## src/sda_pkg.sv

```systemverilog
`default_nettype none
package sda_pkg;
  // register indices as printed (byte-wide spi map)
  localparam logic [11:0] SDA_ADDR_DELAY_CTRL = 12'h2B5;
  localparam logic [11:0] SDA_ADDR_CAL_STATUS = 12'h2B2;
  localparam logic [11:0] SDA_ADDR_CAL_ENABLE = 12'h2B0;
  localparam logic [11:0] SDA_ADDR_RAMP_CTRL  = 12'h2B8;
  // delay word field layout
  localparam int SDA_INV_BIT   = 16;
  localparam int SDA_CRS_LSB   = 8;
  localparam int SDA_CRS_W     = 8;
  localparam int SDA_FINE_W    = 8;
  localparam int SDA_DONE_BIT  = 17;
  localparam int SDA_WORD_W    = 17;
  localparam logic [23:0] SDA_CTRL_MASK = 24'h01FFFF;
  localparam logic [23:0] SDA_STAT_MASK = 24'h03FFFF;
  localparam logic [23:0] SDA_CTRL_RST  = 24'h000000;
  // ramp rate: cycles per step interval, codes per step
  localparam int SDA_RAMP_STEP_CYC = 384;
  localparam logic [7:0] SDA_RAMP_SLOW = 8'h01;
  localparam logic [7:0] SDA_RAMP_FAST = 8'h04;
  // applied delay word
  typedef struct packed {
    logic       invert;
    logic [7:0] coarse;
    logic [7:0] fine;
  } sda_delay_t;
  // register access strobe group
  typedef struct packed {
    logic        wr;
    logic        rd;
    logic [11:0] addr;
    logic [23:0] wdata;
  } sda_req_t;
endpackage : sda_pkg
`default_nettype wire

```

## src/sda_regs.sv

```systemverilog
`default_nettype none
// Function
// RULE1: done reads 1 only when enabled and finished
// RULE2: result field valid only while done
// RULE3: result top bit flags clock inversion
// RULE4: coarse in 15:8, fine in 7:0
// RULE5: invert bit inverts sampling clock
// RULE6: manual coarse sets delay when disabled
// RULE7: manual fine sets delay when disabled
// RULE8: software stops cal and link before invert
// RULE9: coarse steps at most four while running
// RULE10: single coarse code per write recommended
// RULE11: fine writes take effect at once
// RULE12: step limit via small writes or ramp
// RULE13: calibration overrides manual register when enabled
// RULE14: slow ramp moves one code per 384
// RULE15: reserved bits read zero, ignore writes
module sda_regs #(
  parameter int RAMP_CYC = sda_pkg::SDA_RAMP_STEP_CYC
) (
  // clock and reset
  input  wire logic                 clock,
  input  wire logic                 rstn,
  // register access
  input  wire sda_pkg::sda_req_t    req,
  output var  logic [23:0]          rdata,
  // calibration engine
  input  wire logic                 cal_finished,
  input  wire sda_pkg::sda_delay_t  cal_result,
  // applied delay to sampling clock path
  output var  sda_pkg::sda_delay_t  applied_delay,
  output var  logic                 sync_cal_enable
);
  logic [23:0]         ctrl_reg, ctrl_next;
  logic                en_reg, en_next;
  logic [1:0]          ramp_reg, ramp_next;
  logic                done_reg, done_next;
  logic [16:0]         result_reg, result_next;
  logic [7:0]          crs_reg, crs_next;
  logic [8:0]          tick_reg, tick_next;
  sda_pkg::sda_delay_t app_next;
  logic [23:0]         rd_next;
  logic [7:0]          tgt;
  logic [7:0]          step;

  assign tgt  = ctrl_reg[sda_pkg::SDA_CRS_LSB +: sda_pkg::SDA_CRS_W];
  assign step = ramp_reg[1] ? sda_pkg::SDA_RAMP_FAST : sda_pkg::SDA_RAMP_SLOW;

  // register writes, calibration status and coarse ramp
  always_comb begin
    ctrl_next   = ctrl_reg;
    en_next     = en_reg;
    ramp_next   = ramp_reg;
    done_next   = done_reg;
    result_next = result_reg;
    crs_next    = crs_reg;
    tick_next   = tick_reg;
    if (req.wr) begin
      if (req.addr == sda_pkg::SDA_ADDR_DELAY_CTRL)
        ctrl_next = req.wdata & sda_pkg::SDA_CTRL_MASK; // see RULE15
      if (req.addr == sda_pkg::SDA_ADDR_CAL_ENABLE)
        en_next = req.wdata[0];
      if (req.addr == sda_pkg::SDA_ADDR_RAMP_CTRL)
        ramp_next = req.wdata[1:0];
    end
    // a new enable edge restarts calibration, so stale done is dropped;
    // a disabling write clears done at once, even against a late finish
    if (!en_reg || !en_next) begin
      done_next = 1'b0; // see RULE1
    end else if (cal_finished) begin
      done_next   = 1'b1; // see RULE1
      result_next = cal_result; // see RULE3 see RULE4
    end
    // coarse tracking: abrupt without ramp, stepped with ramp
    // ramp ticks count system clocks standing in for sampling clocks
    if (!ramp_reg[0]) begin
      crs_next  = tgt;
      tick_next = '0;
    end else if (crs_reg == tgt) begin
      tick_next = '0;
    end else if (tick_reg == 9'(RAMP_CYC - 1)) begin
      tick_next = '0;
      if (crs_reg < tgt)
        crs_next = (tgt - crs_reg < step) ? tgt : 8'(crs_reg + step); // see RULE14
      else
        crs_next = (crs_reg - tgt < step) ? tgt : 8'(crs_reg - step); // see RULE14
    end else begin
      tick_next = 9'(tick_reg + 9'h001);
    end
  end

  // applied delay selection
  // with calibration on, a stale result drives the path until done rises
  always_comb begin
    if (en_reg) begin
      app_next = result_reg; // see RULE13
    end else begin
      app_next.invert = ctrl_reg[sda_pkg::SDA_INV_BIT]; // see RULE5
      app_next.coarse = crs_reg; // see RULE6
      app_next.fine   = ctrl_reg[sda_pkg::SDA_FINE_W-1:0]; // see RULE7 see RULE11
    end
  end

  // read data mux, unmapped reads zero
  always_comb begin
    rd_next = 24'h000000;
    if (req.rd) begin
      case (req.addr)
        sda_pkg::SDA_ADDR_DELAY_CTRL: rd_next = ctrl_reg;
        sda_pkg::SDA_ADDR_CAL_STATUS: rd_next = {6'h00, done_reg, result_reg}; // see RULE2
        sda_pkg::SDA_ADDR_CAL_ENABLE: rd_next = {23'h000000, en_reg};
        sda_pkg::SDA_ADDR_RAMP_CTRL:  rd_next = {22'h000000, ramp_reg};
        default:                      rd_next = 24'h000000;
      endcase
    end
  end

  // state registers
  always_ff @(posedge clock or negedge rstn) begin
    if (!rstn) begin
      ctrl_reg        <= sda_pkg::SDA_CTRL_RST;
      en_reg          <= 1'b0;
      ramp_reg        <= 2'h0;
      done_reg        <= 1'b0;
      result_reg      <= 17'h00000;
      crs_reg         <= 8'h00;
      tick_reg        <= 9'h000;
      applied_delay   <= '0;
      rdata           <= 24'h000000;
      sync_cal_enable <= 1'b0;
    end else begin
      ctrl_reg        <= ctrl_next;
      en_reg          <= en_next;
      ramp_reg        <= ramp_next;
      done_reg        <= done_next;
      result_reg      <= result_next;
      crs_reg         <= crs_next;
      tick_reg        <= tick_next;
      applied_delay   <= app_next;
      rdata           <= rd_next;
      sync_cal_enable <= en_next;
    end
  end
endmodule : sda_regs
`default_nettype wire

```

## config.mk

```make
export PLATFORM = sky130hd
export DESIGN_NAME = sda_regs
export DESIGN_NICKNAME = d
export VERILOG_FILES = /design/src/sda_pkg.sv /design/src/sda_regs.sv
export SDC_FILE = /design/constraint.sdc
export NUM_CORES = 1
export LEC_CHECK = 0
export BUFFER_PORTS_ARGS = -buffer_cell sky130_fd_sc_hd__buf_2
export CAP_MARGIN = 25
export CORE_MARGIN = 10
export CORE_UTILIZATION = 29
export CTS_CLUSTER_SIZE = 30
export DETAILED_ROUTE_END_ITERATION = 16
export SKIP_CTS_REPAIR_TIMING = 1
export SLEW_MARGIN = 5
export SYNTH_ARGS = -nofsm -noshare
export SYNTH_HDL_FRONTEND = slang
export SYNTH_SLANG_ARGS = --single-unit
```

## constraint.sdc

```tcl
create_clock -name clock -period 3.1 [get_ports clock]
set_input_delay 0.155 -clock clock [delete_from_list [all_inputs] [get_ports clock]]
set_output_delay 0.155 -clock clock [all_outputs]
set_load 0.005 [all_outputs]
```

==> qor.yml <==
run:
  maxCapViolCount: 0
layout:
  num-nets-final: 622
  synthToLayoutAreaGrowth_pct: 22.7
  drive_gt1_frac: 0.354
  diodes: 0
  largest_reg_flops: 18
  instances_no_fill: 763
  top_register: "rdata"
sta:
  slew_violations: 0
  finalClockSkew_ns: 0.00731
  rsz0062_at_grt: "no"
  hold_viol_final: 0
  worst_slew_pin_slew_ns: 0.808
  fmax_mhz: 345
  finalCritPeriodShare: 0.936
  max-slew-margin-rel: 0.461
  min_period_ns: 2.90
  setup_viol: 0
  fin_tns_setup_ns: 0
yosys:
  synth_edf_count: 0
  ys_ff_latch: 90
  yosys-top-cells-count: "dfrtp_1, mux2_2, nor2_1"
  async_flop_share: 1.00
  synth_mux_area_frac: 0.133
  synthTopCellsByArea: "dfrtp_1, mux2_2, ha_1"
  synthSimpleGateAreaFrac: 0.129
  yosysSeqAreaShare: 0.457
  syn-instance-count: 437
  ys_types: 64
  synth_most_common_cell: "dfrtp_1"
  synth_area_um2: 4930
  synth_xor_area_frac: 0.0408
  yosysWarnings: 0
  syn_area_per_cell_um2: 11.3
  yosysTopAreaCell: "dfrtp_1"
  synth_top_family_by_area: "multiplexers"
  synthFlopType: "dfrtp_1"
  synth-compound-area-share: 0.129
  synth_top_area_frac: 0.457
  synthAdderAreaFrac: 0.0690
cts:
  cts_buffers: 9
  clockRootBuffer: "clkbuf_16"
  cts_buffer_depth: 2
  cts_tree: "done"
  clk_pin_slew_ns: 0.07
  cts_sinks: 90
  worstSkewPairLatency_ns: 0.34
  htreeDepth: 3
placement:
  dp_hpwl_um: 9870
  dp_cells: 746
  numPortBuffers: 86
  place_congestion: 0.868
power_and_ir_drop:
  power_leakage_nw: 2.93
  power_density_nw_per_um2: 432
  ir_drop_uv: 279
  power_w: 0.00262
route:
  viasPerCell: 4.78
  routed_wl_um: 12800
  route.detailed.drc: 0
  firstDrtPassIters: 4
  wl_per_cell_um: 16.7
  drt_iter0_markers: 225
  vias: 3647
  ant_nets: 0
floorplan:
  core-area_um2: 16600
  row_count: 47
  floorplan.initialDensity: 0.296
  dieArea_um2: 22600
  chipWidth_um: 150
  ioPinCount: 100
  die_height_um: 150
worst_setup_path:
  cp.arrival_ns: 3.13
  crit_type: "flop to flop"
  critPathLaunchType: "flop"
  cp.buffers_inverters: 0
  path_cells: "ha_1, a21oi_4, a21oi_2, or4_4, a2111oi_4, nand2_4, mux2_4, o211a_1"
  critPathCaptureType: "flop"
  cp.required_ns: 3.32
  slowest_delay_ns: 0.51
  crit_fanout: 9
  critical_path.top_delay_family: "compound AO/OA/AOI/OAI gates"
  slowest_stage: "a2111oi_4"
global_route:
  grt_max_degree: 65
  antenna_found_initial: 0
  overflow: 0
  grt_pass1_vias: 3878
  grt_pass1_wl_um: 20800
  grtUsageTotal: 0.113
worst_hold_path:
  hold_class: "input port to flop"
run_status:
  status: "complete, no violations"
worst register-to-register path: stages (launching register included):
cell	delay (ns)
dfrtp_1	0.43
ha_1	0.44
a21oi_4	0.21
a21oi_2	0.09
or4_4	0.50
a2111oi_4	0.51
nand2_4	0.17
mux2_4	0.34
o211a_1	0.11
final timing paths:
path                                          end  slack, ns  cells after the start           from
worst max-delay path                   crs_reg[1]       0.20                      8     crs_reg[2]
worst min-delay path                result_reg[6]       0.05                      2  cal_result[6]
worst max register to register         crs_reg[1]       0.20                      8     crs_reg[2]
worst min register to register           done_reg       0.50                      2       done_reg
max in group asynchronous       applied_delay[11]       1.92                      3           rstn
min in group asynchronous        applied_delay[6]       0.44                      2           rstn
cells in the final DEF (no fill, tap or decap), drive strengths merged, types with 4 or more instances in the layout:
cell type	synthesis	final
nand2b	4	4
nor2b	20	20
nand4	5	5
o221a	4	4
o211ai	4	4
nor3	4	4
a32oi	7	7
a21oi	15	15
nand3	8	8
nand2	22	22
xnor2	16	16
conb	1	6
inv	19	21
clkbuf	11	11
buf	11	106
a21boi	4	4
a22oi	15	15
o21ai	16	16
nor2	28	28
xor2	7	7
mux2	50	50
ha	24	24
mux2i	9	9
dfrtp	90	90
cell type report:
class / count / area (um^2)
clock buffer: 11 / 243
clock inverter: 5 / 85.1
fill: 1651 / 10600
inverter: 20 / 75.1
multi-input combinational: 310 / 2510
sequential: 90 / 2250
tap: 220 / 275
timing repair buffer: 107 / 606
per-stage QoR:
step	util	worst slack [ns]	cell area [um^2]	hold WS, ns
after global routing	0.364	0.0403	6050	0.0416
after detailed placement	0.342	0.139	5690	0.300
final	0.364	0.198	6050	0.0451
after floorplan	-	0.417	4950	-0.141
after CTS	0.362	0.127	6020	-0.0613
after global placement	0.342	0.167	5690	0.284
power breakdown:
part           switching, W  internal (W)
clock              0.000460      0.000736
sequential       0.00000764       0.00118
combinational      0.000123      0.000106
total              0.000591       0.00203
routing by layer:
layer | share of wire | vias up | track usage
met5 | 0 | - | 0
met4 | 0.0086 | 0 | 0.0233
met3 | 0.045 | 10 | 0.0249
met2 | 0.50 | 77 | 0.185
met1 | 0.45 | 1806 | 0.150
li1 | - | 1754 | -
kinds of logic (layout without fill, tap and decap cells):
family / after synthesis / after routing
mux: 59 / 59
buf+inv: 42 / 143
xor+xnor: 23 / 23
other cells: 1 / 6
compound gates: 84 / 84
fa+ha+maj: 26 / 26
flops: 90 / 90
simple gates: 112 / 112
Note: power is estimated with default switching activity, not from simulation.
